File: src/valve_head_pkg.sv
// Constants, types and register map of the valve head node block.
// Assumes APB with 32-bit data and byte addresses.
package valve_head_pkg;
	////////////////////////////////////////////////////////////////
	// Register byte offsets
	localparam logic [7:0] REG_NODE = 8'h00;
	localparam logic [7:0] REG_CTRL = 8'h04;
	localparam logic [7:0] REG_ACTIVE = 8'h08;
	localparam logic [7:0] REG_PATH = 8'h0C;
	localparam logic [7:0] REG_OUT = 8'h10;
	localparam logic [7:0] REG_IN = 8'h14;
	localparam logic [7:0] REG_EXPL_PATH = 8'h18;
	localparam logic [7:0] REG_EXPL_DATA = 8'h1C;
	localparam logic [7:0] REG_SAFETY = 8'h20;
	localparam logic [7:0] REG_STATUS = 8'h24;
	////////////////////////////////////////////////////////////////
	// Field positions
	localparam int CTRL_RESTART = 0;
	localparam int CTRL_LINK_UP = 1;
	localparam int PATH_CONSUMED = 24;
	localparam int SAFE_RETAIN = 8;
	localparam int NODE_BAUD_LSB = 8;
	localparam int NODE_FORBID = 12;
	localparam int NODE_VALID = 16;
	localparam int EXPL_OK = 31;
	////////////////////////////////////////////////////////////////
	// Assembly addressing: class, instances, data attribute
	localparam logic [7:0] ASM_CLASS = 8'h04;
	localparam logic [7:0] INST_IN_FB = 8'h01;
	localparam logic [7:0] INST_IN_POS = 8'h02;
	localparam logic [7:0] INST_OUT = 8'h15;
	localparam logic [7:0] ASM_ATTR = 8'h03;
	////////////////////////////////////////////////////////////////
	// Bit rate codes from switch 8 and switch 7
	localparam logic [1:0] BAUD_125K = 2'h0;
	localparam logic [1:0] BAUD_250K = 2'h1;
	localparam logic [1:0] BAUD_500K = 2'h2;
	localparam logic [1:0] BAUD_BAD = 2'h3;
	////////////////////////////////////////////////////////////////
	// Reset values and timing
	localparam logic [2:0] SAFE_POS_RESET = 3'h0;
	localparam logic [1:0] SETTLE_LAST = 2'h2;
	localparam int SYNC_STAGES = 2;
	////////////////////////////////////////////////////////////////
	// Types
	typedef enum logic [1:0] {
		ASM_NONE, ASM_IN_FB, ASM_IN_POS, ASM_OUT_VALVES
	} asm_t;
	typedef enum logic {CFG_SETTLE, CFG_RUN} cfg_state_t;
endpackage
File: src/asm_path_decode.sv
// Maps a class/instance/attribute path onto one of the assemblies.
// Assumes the path is packed class[23:16], instance[15:8], attr[7:0].
`timescale 1ns/1ns
module asm_path_decode (
	input wire logic [23:0] PATH,
	output valve_head_pkg::asm_t KIND
);
	// Only the data attribute of class 4 names an assembly
	always_comb begin
		KIND = valve_head_pkg::ASM_NONE;
		if (PATH[23:16] == valve_head_pkg::ASM_CLASS &&
		    PATH[7:0] == valve_head_pkg::ASM_ATTR) begin
			unique case (PATH[15:8])
				valve_head_pkg::INST_IN_FB: begin
					KIND = valve_head_pkg::ASM_IN_FB;
				end
				valve_head_pkg::INST_IN_POS: begin
					KIND = valve_head_pkg::ASM_IN_POS;
				end
				valve_head_pkg::INST_OUT: begin
					KIND = valve_head_pkg::ASM_OUT_VALVES;
				end
				default: begin
					KIND = valve_head_pkg::ASM_NONE;
				end
			endcase
		end
	end
endmodule // asm_path_decode

File: src/bit_sync.sv
// Two-flop synchroniser for a bus of slow pin levels.
// Assumes each bit changes rarely; bits are not sampled coherently.
`timescale 1ns/1ns
module bit_sync #(
	parameter int WIDTH = 1
) (
	input wire logic CORE_CLK,
	input wire logic RESET_N,
	input wire logic [WIDTH-1:0] PIN_IN,
	output logic [WIDTH-1:0] SYNC_OUT
);
	logic [WIDTH-1:0] meta_q; // First stage, read only by second
	// Both stages clear to zero under reset
	always_ff @(posedge CORE_CLK or negedge RESET_N) begin
		if (!RESET_N) begin
			meta_q <= '0;
			SYNC_OUT <= '0;
		end else begin
			meta_q <= PIN_IN;
			SYNC_OUT <= meta_q;
		end
	end
endmodule // bit_sync

File: src/valve_head_node.sv
// Node configuration and process data block of the valve head.
// Assumes the protocol stack drives APB on CORE_CLK, switch and
// feedback pins are asynchronous, position byte is on CORE_CLK.
`timescale 1ns/1ns
module valve_head_node (
	input wire logic CORE_CLK,
	input wire logic RESET_N,
	input wire logic PSEL,
	input wire logic PENABLE,
	input wire logic PWRITE,
	input wire logic [7:0] PADDR,
	input wire logic [31:0] PWDATA,
	output logic [31:0] PRDATA,
	output logic PREADY,
	output logic PSLVERR,
	input wire logic [7:0] DIP_SWITCH,
	input wire logic [3:0] FEEDBACK,
	input wire logic [7:0] POSITION_MM,
	output logic [5:0] NODE_ADDR,
	output logic [1:0] BAUD_SEL,
	output logic BAUD_FORBIDDEN,
	output logic CFG_VALID,
	output logic [2:0] VALVE_DRIVE
);
	////////////////////////////////////////////////////////////////
	// Types and state
	typedef struct packed {
		valve_head_pkg::cfg_state_t state; // Settle or run
		logic [1:0] settle; // Cycles since restart
		logic [5:0] node_addr; // Captured node address
		logic [1:0] baud; // Captured bit rate code
		valve_head_pkg::asm_t in_asm; // Active input assembly
		logic [2:0] out_cmd; // Output assembly bits 0-2
		logic [2:0] safe_pos; // Valve state on bus loss
		logic safe_retain; // Keep last valves on bus loss
		logic link_up; // Bus communication alive
		logic [2:0] valve; // Valve drive flops
		logic [23:0] expl_path; // Explicit message path
		logic [31:0] rdata; // Read data for access phase
	} state_t;
	state_t s_q; // Registered state
	state_t s_d; // Next state
	////////////////////////////////////////////////////////////////
	// Synchronised pins and path decode
	logic [7:0] dip_s; // Switches after two flops
	logic [3:0] fb_s; // Feedback after two flops
	valve_head_pkg::asm_t path_kind; // Decode of written path
	valve_head_pkg::asm_t expl_kind; // Decode of explicit path
	bit_sync #(.WIDTH(8)) dip_sync (
		.CORE_CLK(CORE_CLK),
		.RESET_N(RESET_N),
		.PIN_IN(DIP_SWITCH),
		.SYNC_OUT(dip_s)
	);
	bit_sync #(.WIDTH(4)) fb_sync (
		.CORE_CLK(CORE_CLK),
		.RESET_N(RESET_N),
		.PIN_IN(FEEDBACK),
		.SYNC_OUT(fb_s)
	);
	asm_path_decode path_dec (
		.PATH(PWDATA[23:0]),
		.KIND(path_kind)
	);
	asm_path_decode expl_dec (
		.PATH(s_q.expl_path),
		.KIND(expl_kind)
	);
	////////////////////////////////////////////////////////////////
	// Bus decode
	logic setup_rd; // Read setup cycle
	logic wr_en; // Write takes effect
	logic mapped; // Address is a register
	logic bad_wr; // Write refused with error
	logic [7:0] in_b0; // Feedback byte, bits 4-7 zero
	logic [7:0] in_b1; // Position byte or zero
	logic [1:0] in_len; // Active input length in bytes
	logic [31:0] expl_data; // Explicit read data
	logic path_in_ok; // Path names the output assembly if consumed, else an input one
	logic act_in_ok; // Active input instance is legal
	valve_head_pkg::asm_t act_kind; // Kind from instance write
	assign setup_rd = PSEL && !PENABLE && !PWRITE;
	assign wr_en = PSEL && PENABLE && PWRITE && !bad_wr;
	assign PREADY = 1'b1;
	assign PRDATA = s_q.rdata;
	assign PSLVERR = PSEL && PENABLE && (!mapped || bad_wr);
	// Known offsets
	always_comb begin
		unique case (PADDR)
			valve_head_pkg::REG_NODE, valve_head_pkg::REG_CTRL,
			valve_head_pkg::REG_ACTIVE, valve_head_pkg::REG_PATH,
			valve_head_pkg::REG_OUT, valve_head_pkg::REG_IN,
			valve_head_pkg::REG_EXPL_PATH, valve_head_pkg::REG_EXPL_DATA,
			valve_head_pkg::REG_SAFETY, valve_head_pkg::REG_STATUS: begin
				mapped = 1'b1;
			end
			default: begin
				mapped = 1'b0;
			end
		endcase
	end
	// Input instance written into the active assembly register
	always_comb begin
		unique case (PWDATA[7:0])
			valve_head_pkg::INST_IN_FB: begin
				act_kind = valve_head_pkg::ASM_IN_FB;
			end
			valve_head_pkg::INST_IN_POS: begin
				act_kind = valve_head_pkg::ASM_IN_POS;
			end
			default: begin
				act_kind = valve_head_pkg::ASM_NONE;
			end
		endcase
	end
	assign act_in_ok = act_kind != valve_head_pkg::ASM_NONE &&
		PWDATA[15:8] == valve_head_pkg::INST_OUT;
	assign path_in_ok = PWDATA[valve_head_pkg::PATH_CONSUMED] ?
		path_kind == valve_head_pkg::ASM_OUT_VALVES :
		(path_kind == valve_head_pkg::ASM_IN_FB ||
		 path_kind == valve_head_pkg::ASM_IN_POS);
	// Illegal selections are refused and leave state unchanged
	assign bad_wr = PWRITE &&
		((PADDR == valve_head_pkg::REG_ACTIVE && !act_in_ok) ||
		 (PADDR == valve_head_pkg::REG_PATH && !path_in_ok));
	////////////////////////////////////////////////////////////////
	// Input assembly contents
	assign in_b0 = {4'h0, fb_s};
	assign in_b1 = (s_q.in_asm == valve_head_pkg::ASM_IN_POS) ?
		POSITION_MM : 8'h00;
	assign in_len = (s_q.in_asm == valve_head_pkg::ASM_IN_POS) ?
		2'h2 : 2'h1;
	// Explicit message read of the addressed assembly attribute
	always_comb begin
		expl_data = 32'h0000_0000;
		unique case (expl_kind)
			valve_head_pkg::ASM_IN_FB: begin
				expl_data = {14'h0000, 2'h1, 8'h00, in_b0};
				expl_data[valve_head_pkg::EXPL_OK] = 1'b1;
			end
			valve_head_pkg::ASM_IN_POS: begin
				expl_data = {14'h0000, 2'h2, POSITION_MM, in_b0};
				expl_data[valve_head_pkg::EXPL_OK] = 1'b1;
			end
			valve_head_pkg::ASM_OUT_VALVES: begin
				expl_data = {14'h0000, 2'h1, 13'h0000, s_q.out_cmd};
				expl_data[valve_head_pkg::EXPL_OK] = 1'b1;
			end
			valve_head_pkg::ASM_NONE: begin
				expl_data = 32'h0000_0000;
			end
		endcase
	end
	////////////////////////////////////////////////////////////////
	// Next state
	always_comb begin
		s_d = s_q;
		// Restart capture: wait for synchronisers, then latch
		unique case (s_q.state)
			valve_head_pkg::CFG_SETTLE: begin
				s_d.settle = s_q.settle + 2'h1;
				if (s_q.settle == valve_head_pkg::SETTLE_LAST) begin
					s_d.node_addr = dip_s[5:0];
					s_d.baud = {dip_s[7], dip_s[6]};
					s_d.state = valve_head_pkg::CFG_RUN;
				end
			end
			valve_head_pkg::CFG_RUN: begin
				s_d.settle = 2'h0; // Switches ignored here
			end
		endcase
		// Register writes
		if (wr_en) begin
			unique case (PADDR)
				valve_head_pkg::REG_CTRL: begin
					s_d.link_up = PWDATA[valve_head_pkg::CTRL_LINK_UP];
					if (PWDATA[valve_head_pkg::CTRL_RESTART]) begin
						// Reset message: recapture, defaults
						s_d.state = valve_head_pkg::CFG_SETTLE;
						s_d.settle = 2'h0;
						s_d.link_up = 1'b0;
						s_d.out_cmd = 3'h0;
						s_d.in_asm = valve_head_pkg::ASM_IN_FB;
					end
				end
				valve_head_pkg::REG_ACTIVE: begin
					s_d.in_asm = act_kind;
				end
				valve_head_pkg::REG_PATH: begin
					if (!PWDATA[valve_head_pkg::PATH_CONSUMED]) begin
						s_d.in_asm = path_kind;
					end
				end
				valve_head_pkg::REG_OUT: begin
					s_d.out_cmd = PWDATA[2:0];
				end
				valve_head_pkg::REG_EXPL_PATH: begin
					s_d.expl_path = PWDATA[23:0];
				end
				valve_head_pkg::REG_SAFETY: begin
					s_d.safe_pos = PWDATA[2:0];
					s_d.safe_retain = PWDATA[valve_head_pkg::SAFE_RETAIN];
				end
				default: begin
					s_d.rdata = s_q.rdata; // Read-only or unmapped
				end
			endcase
		end
		// Valve drive: command while link up, safety state on loss unless retain holds them
		if (s_q.link_up) begin
			s_d.valve = s_q.out_cmd;
		end else if (!s_q.safe_retain) begin
			s_d.valve = s_q.safe_pos;
		end
		// Read data captured in the setup cycle
		if (setup_rd) begin
			s_d.rdata = 32'h0000_0000;
			unique case (PADDR)
				valve_head_pkg::REG_NODE: begin
					s_d.rdata[5:0] = s_q.node_addr;
					s_d.rdata[valve_head_pkg::NODE_BAUD_LSB +: 2] = s_q.baud;
					s_d.rdata[valve_head_pkg::NODE_FORBID] =
						s_q.baud == valve_head_pkg::BAUD_BAD;
					s_d.rdata[valve_head_pkg::NODE_VALID] =
						s_q.state == valve_head_pkg::CFG_RUN;
				end
				valve_head_pkg::REG_CTRL: begin
					s_d.rdata[valve_head_pkg::CTRL_LINK_UP] = s_q.link_up;
				end
				valve_head_pkg::REG_ACTIVE: begin
					s_d.rdata[7:0] =
						(s_q.in_asm == valve_head_pkg::ASM_IN_POS) ?
						valve_head_pkg::INST_IN_POS :
						valve_head_pkg::INST_IN_FB;
					s_d.rdata[15:8] = valve_head_pkg::INST_OUT;
				end
				valve_head_pkg::REG_OUT: begin
					s_d.rdata[2:0] = s_q.out_cmd;
				end
				valve_head_pkg::REG_IN: begin
					s_d.rdata = {14'h0000, in_len, in_b1, in_b0};
				end
				valve_head_pkg::REG_EXPL_PATH: begin
					s_d.rdata[23:0] = s_q.expl_path;
				end
				valve_head_pkg::REG_EXPL_DATA: begin
					s_d.rdata = expl_data;
				end
				valve_head_pkg::REG_SAFETY: begin
					s_d.rdata[2:0] = s_q.safe_pos;
					s_d.rdata[valve_head_pkg::SAFE_RETAIN] = s_q.safe_retain;
				end
				valve_head_pkg::REG_STATUS: begin
					s_d.rdata[2:0] = s_q.valve;
					s_d.rdata[7:4] = fb_s;
					s_d.rdata[8] = !s_q.link_up;
				end
				default: begin
					s_d.rdata = 32'h0000_0000; // Path and unmapped
				end
			endcase
		end
	end
	////////////////////////////////////////////////////////////////
	// State register: restart from power-up defaults
	always_ff @(posedge CORE_CLK or negedge RESET_N) begin
		if (!RESET_N) begin
			s_q.state <= valve_head_pkg::CFG_SETTLE;
			s_q.settle <= 2'h0;
			s_q.node_addr <= 6'h00;
			s_q.baud <= valve_head_pkg::BAUD_125K;
			s_q.in_asm <= valve_head_pkg::ASM_IN_FB;
			s_q.out_cmd <= 3'h0;
			s_q.safe_pos <= valve_head_pkg::SAFE_POS_RESET;
			s_q.safe_retain <= 1'b0;
			s_q.link_up <= 1'b0;
			s_q.valve <= 3'h0;
			s_q.expl_path <= 24'h00_0000;
			s_q.rdata <= 32'h0000_0000;
		end else begin
			s_q <= s_d;
		end
	end
	assign NODE_ADDR = s_q.node_addr;
	assign BAUD_SEL = s_q.baud;
	assign BAUD_FORBIDDEN = s_q.baud == valve_head_pkg::BAUD_BAD;
	assign CFG_VALID = s_q.state == valve_head_pkg::CFG_RUN;
	assign VALVE_DRIVE = s_q.valve;
endmodule // valve_head_node

File: config.mk
export PLATFORM = sky130hd
export DESIGN_NAME = valve_head_node
export DESIGN_NICKNAME = d
export VERILOG_FILES = /design/src/valve_head_pkg.sv /design/src/asm_path_decode.sv /design/src/bit_sync.sv /design/src/valve_head_node.sv
export SDC_FILE = /design/constraint.sdc
export NUM_CORES = 1
export LEC_CHECK = 0
export BUFFER_PORTS_ARGS = -buffer_cell sky130_fd_sc_hd__buf_2
export CORE_MARGIN = 8
export CORE_UTILIZATION = 54
export CTS_CLUSTER_SIZE = 25
export DETAILED_ROUTE_END_ITERATION = 6
export PLACE_DENSITY = 0.89
export SYNTH_ARGS = -nofsm -noshare
export SYNTH_HDL_FRONTEND = slang
export SYNTH_SLANG_ARGS = --single-unit
File: constraint.sdc
create_clock -name CORE_CLK -period 6.7 [get_ports CORE_CLK]
set_clock_uncertainty 0.1 [all_clocks]
set_input_delay 2.01 -clock CORE_CLK [delete_from_list [all_inputs] [get_ports CORE_CLK]]
set_output_delay 2.01 -clock CORE_CLK [all_outputs]
set_load 0.01 [all_outputs]
==> results.toml, run 1 <==
[drt]
vias_per_cell = 6.19
route.detailed.drc = 0
routed_wirelength_um = 13500
drtPass1Iterations = 6
wl_per_cell_um = 21.6
vias = 3869
drtAntennaViolNets = 0
drtIter0Drc = 316

[clock_tree]
cts_tree = "done"
clockRootBuffer = "clkbuf_8"
postCtsSetupBuffers = 0
clockBufferDepth = 2
hold_buffers = 0
cts_sinks = 97
cts_htree_levels = 3
cts_buffers = 9
clock_latency_ns = 0.38
path_clk_slew_ns = 0.10

[timing]
fmax_mhz = 151
setup_viol = 0
rsz0062_at_grt = "false"
finalHoldViolCount = 0
period_needed_ns = 6.63
slew_headroom = 0.241
max_slew.worst_pin.slew_ns = 1.13
slew_viol_final = 0
final.setup.worst_slack_ns = 0.0732
finalCritPeriodShare = 0.989

[final_layout]
area_growth_pct = 10.4
multi_input_area_mm2 = 0.00212
final_util = 0.603
stdcell_count = 625
antenna_cells = 0
final_layout_size_suffix_gt1_frac = 0.348
fillers = 770
layout.nets = 576
register_area_mm2 = 0.00243

[power_and_ir_drop]
peakVddDrop_uv = 144
p_leak_nw = 2.60
cellPowerDensity_mw_per_mm2 = 197

[min_path]
hold_class = "reg2reg"
min_from = "dip_sync.meta_q[7]$_DFF_PN0_"

[critical_path]
r2r-start = "s_q[48]$_DFFE_PN0P_"
crit_type = "in2out"
crit_start = "PWDATA[17]"
worstSetupEndpointType = "output port"
cp-start-kind = "input port"
cp.required_ns = 4.59
path_max_fanout = 2
arrival_ns = 4.52

[global_routing]
grt_use_total = 0.217
grt_first_pass_wirelength_um = 21400
grt_pass1_vias = 4055
overflow = 0
antenna_found_initial = 0
grt_max_degree = 51

[synth]
synth_edf_count = 0
synth_xor_area_frac = 0.00354
synth_compound_area_frac = 0.130
netlist_instances = 450
ys_seq_elements = 97
synth-seq-area-share = 0.491
ys_warn_count = 0
async_flop_share = 1.00
synthSimpleGateAreaFrac = 0.167
synthFlopType = "dfrtp_1"
synth_top_family_by_area = "simple AND/OR/NAND/NOR gates"
yosysUniqueCellTypes = 75
syn_area_mm2 = 0.00495
synthMuxAreaShare = 0.109
syn_avg_cell_area_um2 = 11.0
synth_adder_area_share = 0.00506

[floorplanning]
start_util = 0.546
io_pins = 112
core-area_mm2 = 0.00906
die_x_um = 112
die_y_um = 112
rows = 35
dieArea_mm2 = 0.0125

[placed_design]
hpwl_um = 10100
dp.cells = 609
globalplace.congestion = 0.921
portBuffers = 96
preCtsSetupSlack_ns = -0.0267

[run_status]
outcome = "complete, no violations"

[job]
maxCapViolations = 0
cell usage after synthesis, drive strengths merged, types with 3 or more instances:
cell	instances	share of area
nor3	13	0.022
nor2	25	0.023
nor4	12	0.016
a21oi	11	0.011
or4	4	0.0068
nor4b	6	0.014
nor2b	4	0.0051
a211oi	6	0.010
clkbuf	11	0.0086
a32oi	4	0.0071
nand2	38	0.029
a22oi	6	0.0091
and3	3	0.0038
a221oi	3	0.0053
mux2i	12	0.024
buf	54	0.080
mux2	36	0.085
inv	5	0.0038
a22o	7	0.012
nand3	5	0.0051
nand3b	6	0.0091
nor3b	3	0.0056
or4b	3	0.0061
and2	3	0.0038
o211ai	4	0.0061
dfrtp	96	0.49
o21ai	30	0.030
path summary, 6_finish.rpt:
kind,slack [ns],to,depth (start not counted)
worst max-delay path,0.07,PSLVERR,10
worst min-delay path,0.26,dip_sync.SYNC_OUT[7]$_DFF_PN0_,0
worst max register to register,4.44,PRDATA[8]$_DFFE_PN0P_,5
worst min register to register,0.26,dip_sync.SYNC_OUT[7]$_DFF_PN0_,0
max in group asynchronous,3.88,s_q[44]$_DFFE_PN0P_,2
min in group asynchronous,1.53,PRDATA[19]$_DFFE_PN0P_,1
through the flow:
| stage | total power [mW] | hold WS, ns | instance area, um2 | setup TNS (ns) |
|---|---|---|---|---|
| final | 1.08 | 0.259 | 5460 | 0 |
| after CTS | 1.09 | 0.262 | 5440 | 0 |
| after floorplan | 0.668 | 0.231 | 4970 | 0 |
| after global routing | 1.11 | 0.268 | 5460 | 0 |
| after global placement | 0.708 | 0.233 | 5240 | 0 |
| after detailed placement | 0.711 | 0.238 | 5240 | -0.0267 |
timing repair:
item                       CTS  global route
setup endpoints to repair    1             1
pin swaps                    0             1
cloned                       0             0
gates resized for setup      2             3
cells by family (layout without fill, tap and decap cells):
group / count (synthesis) / in the layout
flip-flops: 97 / 97
buffers and inverters: 70 / 128
multiplexers: 48 / 48
adder cells (fa/ha/maj): 2 / 2
XOR/XNOR: 2 / 2
AND/OR/NAND/NOR: 136 / 136
AO/OA/AOI/OAI: 93 / 93
other: 2 / 8
where the power goes:
part,switching (mW),internal [mW]
Sequential,0.00917,0.600
Combinational,0.0589,0.0334
Clock,0.229,0.146
Total,0.297,0.780
flip-flops by register name, indices dropped and copies added (netlist names):
signal,flops
s_q,36
PRDATA,25
dip_sync.SYNC_OUT,8
dip_sync.meta_q,8
NODE_ADDR,6
fb_sync.SYNC_OUT,4
fb_sync.meta_q,4
VALVE_DRIVE,3
BAUD_SEL,2
CFG_VALID,1
cell usage in the layout (no fill, tap or decap), types with 3 or more instances in the layout:
master | netlist | routed
nor4_1 | 11 | 9
a21oi_1 | 11 | 11
nor3_1 | 8 | 8
or4_1 | 3 | 3
and2_1 | 3 | 3
conb_1 | 2 | 8
a221oi_1 | 3 | 3
nor2b_1 | 4 | 4
nor3_4 | 3 | 3
and3_1 | 3 | 3
a22oi_1 | 6 | 6
mux2i_1 | 12 | 12
o211ai_1 | 4 | 4
a32oi_1 | 4 | 4
nor2_1 | 23 | 23
a211oi_1 | 5 | 5
nor4b_1 | 5 | 5
mux2_2 | 32 | 32
o21ai_1 | 4 | 4
nand3b_1 | 6 | 6
inv_1 | 5 | 5
buf_2 | 5 | 95
mux2_4 | 4 | 4
clkbuf_8 | 0 | 9
o21ai_0 | 26 | 26
nand2_1 | 38 | 38
nand3_1 | 5 | 5
inv_8 | 0 | 3
dfrtp_1 | 96 | 96
buf_4 | 46 | 12
a22o_1 | 7 | 7
critical path, cell delays in order:
cell     delay [ns]
buf_2          0.11
or4_1          0.55
or3_4          0.38
nor4_4         0.25
ha_1           0.20
mux2i_1        0.07
and3_1         0.19
o31a_1         0.30
o311a_1        0.32
buf_2          0.14
final cells by class:
| class | instances | share of cell area |
|---|---|---|
| Timing Repair Buffer | 107 | 0.104 |
| Sequential cell | 97 | 0.445 |
| Clock inverter | 7 | 0.0124 |
| Inverter | 5 | 0.00344 |
| Tap cell | 111 | 0.0254 |
| Multi-Input combinational cell | 289 | 0.388 |
| Clock buffer | 9 | 0.0227 |
per-layer routing:
metal	track usage	wire length, um	up-vias
met1	0.261	5320	1881
met2	0.347	6360	232
met4	0.105	470	0
met3	0.0687	1350	40
li1	-	-	1716
met5	0	0	-
No activity file was read; power rests on OpenSTA's default activity.
==> run 2: changes to the inputs <==
Settings changed: CELL_PAD_IN_SITES_DETAIL_PLACEMENT set to 1, CELL_PAD_IN_SITES_GLOBAL_PLACEMENT set to 1, CORE_UTILIZATION 54 to 42.
==> run 2 against run 1 <==
Effect of this change: count of clock-buffer cells in the layout did not move; register-to-register slack barely moved; first-iteration DRC count rose by 15%; design area rose by 2.9%; largest cell class unchanged; non-clock buffer count rose by 1; highest routed layer unchanged; maximum frequency rose by 1.0%; critical path type unchanged; largest power group unchanged; critical path depth did not move; power rose by 13%.
==> results.toml, run 2 (synthesis gave the netlist of run 1 again) <==
[final_layout]
final_cell_mix = "96 x dfrtp_1, 95 x buf_2, 38 x nand2_1"
final_common_cell = "dfrtp_1"
area_growth_pct = 13.6
largest_reg_flops = 36
fillers = 1289
antenna_cells = 0
final_util = 0.490
regMostFlops = "s_q"
fin_area_mm2 = 0.00562
stdcell_count = 658
final_layout_size_suffix_gt1_frac = 0.351
layout.nets = 577

[timing]
finalCritPeriodShare = 0.979
setup_viol = 0
max_slew.worst_pin.slew_ns = 1.15
slew_headroom = 0.228
fmax_mhz = 152
hold_slack_ns = 0.251
rsz0062_at_grt = "false"
final.setup.worst_slack_ns = 0.141
period_needed_ns = 6.56
finalHoldViolCount = 0
tns_ns = 0
slew_viol_final = 0

[power_and_ir_drop]
switching_share = 0.265
peakVddDrop_uv = 139
pwr-share-clk = 0.423
cellPowerDensity_mw_per_mm2 = 217
power.internal_mw = 0.896
p_leak_nw = 2.65
seqPwrFrac = 0.499
combPwrFrac = 0.077
total_power_mw = 1.22
p_sw_mw = 0.324

[critical_path]
cp.required_ns = 4.59
arrival_ns = 4.45
rr_worst_depth = 5
r2r-start = "s_q[48]$_DFFE_PN0P_"
crit_type = "in2out"
cp-start-kind = "input port"
worst_r2r_endpoint = "PRDATA[8]$_DFFE_PN0P_"
r2r_setup_slack_ns = 4.45
worstSetupEndpointType = "output port"
crit_start = "PWDATA[17]"
path_max_fanout = 2

[job]
maxCapViolations = 0

[floorplanning]
rows = 39
die_y_um = 125
io_pins = 112
start_util = 0.432
dieArea_mm2 = 0.0155
die_x_um = 125
core-area_mm2 = 0.0115

[global_routing]
grt_use_total = 0.194
grt.met3_usage = 0.0494
antenna_found_initial = 0
grt_max_degree = 62
grt_pass1_vias = 4277
top_usage_layer = "met2"
grt_first_pass_wirelength_um = 24200
met2_usage = 0.325
grtUsageMet1 = 0.238
overflow = 0

[placed_design]
preCtsSetupSlack_ns = -0.0536
globalplace.congestion = 0.894
placed_area_mm2 = 0.00528
hpwl_um = 11100
portBuffers = 96
dp.cells = 642

[drt]
drtAntennaViolNets = 0
drtPass1Iterations = 5
routed_wirelength_um = 15200
drtIter0Drc = 363
route.detailed.drc = 0
vias_per_cell = 6.01
wl_per_cell_um = 23.1
vias = 3953

[min_path]
min_from = "dip_sync.meta_q[4]$_DFF_PN0_"
holdPathEnd = "dip_sync.SYNC_OUT[4]$_DFF_PN0_"
hold_class = "reg2reg"
hold_depth = 0

[clock_tree]
cts_tree = "done"
clockBufferDepth = 2
cts_sinks = 97
cts_htree_levels = 3
postCtsSetupBuffers = 0
clock_latency_ns = 0.35
clockRootBuffer = "clkbuf_16"
cts_buffers = 9
path_clk_slew_ns = 0.07

[run_status]
outcome = "complete, no violations"
==> run 2: changes by cell type in the layout (fill, tap and decap cells not counted) <==
cell | before | now
buf_4 | 12 | 13
inv_6 | 2 | 1
clkbuf_16 | 0 | 9
clkinv_4 | 1 | 2
clkinv_8 | 0 | 1
ha_1 | 2 | 1
inv_8 | 3 | 2
ha_2 | 0 | 1
clkbuf_8 | 9 | 0
==> run 2: area by class of cell <==
type	count	area, um2	area share
clock buffers	9	225	0.0401
multi-input cells	289	2120	0.378
well taps	143	179	0.0318
clock inverters	7	72.6	0.0129
inverters	5	18.8	0.00334
repair buffers	108	573	0.102
flip-flops and latches	97	2430	0.432
==> run 2: power groups by stage <==
stage | logic (mW) | registers, mW | clock network (mW)
floorplan | 0.0508 | 0.617 | 0
global placement | 0.0894 | 0.620 | 0
detailed placement | 0.0926 | 0.621 | 0
CTS | 0.0941 | 0.610 | 0.524
global route | 0.103 | 0.611 | 0.545
finish | 0.0943 | 0.609 | 0.516
==> run 2: critical path: stages <==
cell and delay [ns]:
buf_2 0.10, or4_1 0.55, or3_4 0.38, nor4_4 0.18
ha_2 0.22, mux2i_1 0.06, and3_1 0.19, o31a_1 0.29
o311a_1 0.32, buf_2 0.14
==> run 2: worst max-delay path by stage <==
stage	to	slack, ns	cells past startpoint
finish	PSLVERR	0.14	10
global route	PSLVERR	0.03	11
CTS	PSLVERR	0.03	10
detailed placement	PSLVERR	-0.05	10
global placement	PSLVERR	0.05	10
floorplan	PSLVERR	0.39	8
==> run 2: metal layers <==
layer,part of all wire,vias up
li1,-,1727
met1,0.43,2043
met2,0.50,152
met3,0.058,31
met4,0.018,0
met5,0,-
==> run 2: repair_timing <==
action,in CTS,in global routing
cloned,0,0
hold buffers,0,0
pin swaps,0,3
endpoints found under the setup margin,1,1
resized for setup,2,4
==> run 3: changes to the inputs <==
Settings changed: CORE_UTILIZATION 42 to 45, PLACE_DENSITY 0.89 to 0.94.
Clock period 6.7 ns to 7.7 ns, I/O delays scaled along.
==> run 3 against run 2 <==
Effect of this change: worst hold slack improved by 0.0065 ns; register-to-register slack better by 0.91 ns; cell count shrank 1.5%; die area decreased by 5.8%; combinational power decreased by 15%; count of clock-buffer cells in the layout unchanged; design area decreased by 3.7%; first-iteration DRC count shrank 2.2%; utilization increased by 1.2 points; critical path type unchanged.
==> results.toml, run 3 (synthesis gave the netlist of run 1 again) <==
[drt]
wl_per_cell_um = 22.9
vias_per_cell = 5.96
drtIter0Drc = 355
routed_wirelength_um = 14900
drtAntennaViolNets = 0
drtPass1Iterations = 4
route.detailed.drc = 0
vias = 3864

[power_and_ir_drop]
total_power_mw = 0.934
p_leak_nw = 2.53
cellPowerDensity_mw_per_mm2 = 172
peakVddDrop_uv = 111

[clock_tree]
postCtsSetupBuffers = 0
cts_sinks = 97
cts_htree_levels = 3
cts_tree = "done"
cts_buffers = 9
clockBufferDepth = 2
clockRootBuffer = "clkbuf_8"
hold_buffers = 0
ctsResizeCount = 0
clock_latency_ns = 0.37
path_clk_slew_ns = 0.11

[final_layout]
final_cell_mix = "96 x dfrtp_1, 95 x buf_2, 38 x nand2_1"
final_common_cell = "dfrtp_1"
final_util = 0.502
largest_reg_flops = 36
antenna_cells = 0
final_layout_size_suffix_gt1_frac = 0.335
regMostFlops = "s_q"
area_growth_pct = 9.41
layout.nets = 570
stdcell_count = 648
fin_area_mm2 = 0.00541

[timing]
slew_headroom = 0.209
setup_viol = 0
slew_viol_final = 0
fmax_mhz = 134
final.setup.worst_slack_ns = 0.251
hold_slack_ns = 0.257
finalCritPeriodShare = 0.967
max_slew.worst_pin.slew_ns = 1.18
period_needed_ns = 7.45
tns_ns = 0
finalHoldViolCount = 0
rsz0062_at_grt = "false"

[placed_design]
globalplace.congestion = 0.932
portBuffers = 96
placed_area_mm2 = 0.00523
preCtsSetupSlack_ns = 0.293
dp.cells = 632
hpwl_um = 11200

[global_routing]
antenna_found_initial = 0
overflow = 0
grt_pass1_vias = 4166
grt_max_degree = 50
grt_use_total = 0.210
grt_first_pass_wirelength_um = 23900

[critical_path]
crit_type = "in2out"
worstSetupEndpointType = "output port"
arrival_ns = 5.04
cp-start-kind = "input port"
path_max_fanout = 4
cp.required_ns = 5.29

[floorplanning]
io_pins = 112
core-area_mm2 = 0.0108
die_y_um = 121
dieArea_mm2 = 0.0146
die_x_um = 121
start_util = 0.458
rows = 38

[run_status]
outcome = "complete, no violations"

[min_path]
hold_class = "reg2reg"

[job]
maxCapViolations = 0
-- run 3: routing by layer --
layer | global-route usage | vias to the layer above | routed length, um | share of wire
li1 | - | 1706 | - | -
met1 | 0.262 | 1963 | 6220 | 0.42
met2 | 0.350 | 169 | 7210 | 0.49
met3 | 0.0498 | 26 | 1120 | 0.075
met4 | 0.0679 | 0 | 306 | 0.021
met5 | 0 | - | 0 | 0
-- run 3: worst paths after layout --
kind	slack, ns	from	cells after the start	to
min in group asynchronous	1.85	RESET_N	1	PRDATA[21]$_DFFE_PN0P_
worst max register to register	5.36	s_q[49]$_DFFE_PN0P_	5	PRDATA[14]$_DFFE_PN0P_
worst min-delay path	0.26	fb_sync.meta_q[3]$_DFF_PN0_	0	fb_sync.SYNC_OUT[3]$_DFF_PN0_
max in group asynchronous	4.53	RESET_N	2	PRDATA[1]$_DFFE_PN0P_
worst min register to register	0.26	fb_sync.meta_q[3]$_DFF_PN0_	0	fb_sync.SYNC_OUT[3]$_DFF_PN0_
worst max-delay path	0.25	PWDATA[2]	10	PSLVERR
-- run 3: cell type report --
cell class | count | area, um2
clock buffers | 9 | 124
clock inverters | 7 | 62.6
fillers | 1233 | 5380
inverters | 5 | 18.8
multi-input cells | 289 | 2080
flip-flops and latches | 97 | 2430
well taps | 140 | 175
repair buffers | 101 | 520
-- run 3: critical path: stages --
cell	delay, ns
buf_2	0.15
nor4_1	0.63
nand2_1	0.25
nor4_1	0.46
ha_1	0.23
mux2i_1	0.06
and3_1	0.19
o31a_1	0.30
o311a_1	0.32
buf_2	0.14
-- run 3: power breakdown --
part / internal, mW / switching, mW
sequential: 0.522 / 0.00812
combinational: 0.0280 / 0.0522
clock: 0.124 / 0.200
total: 0.674 / 0.260
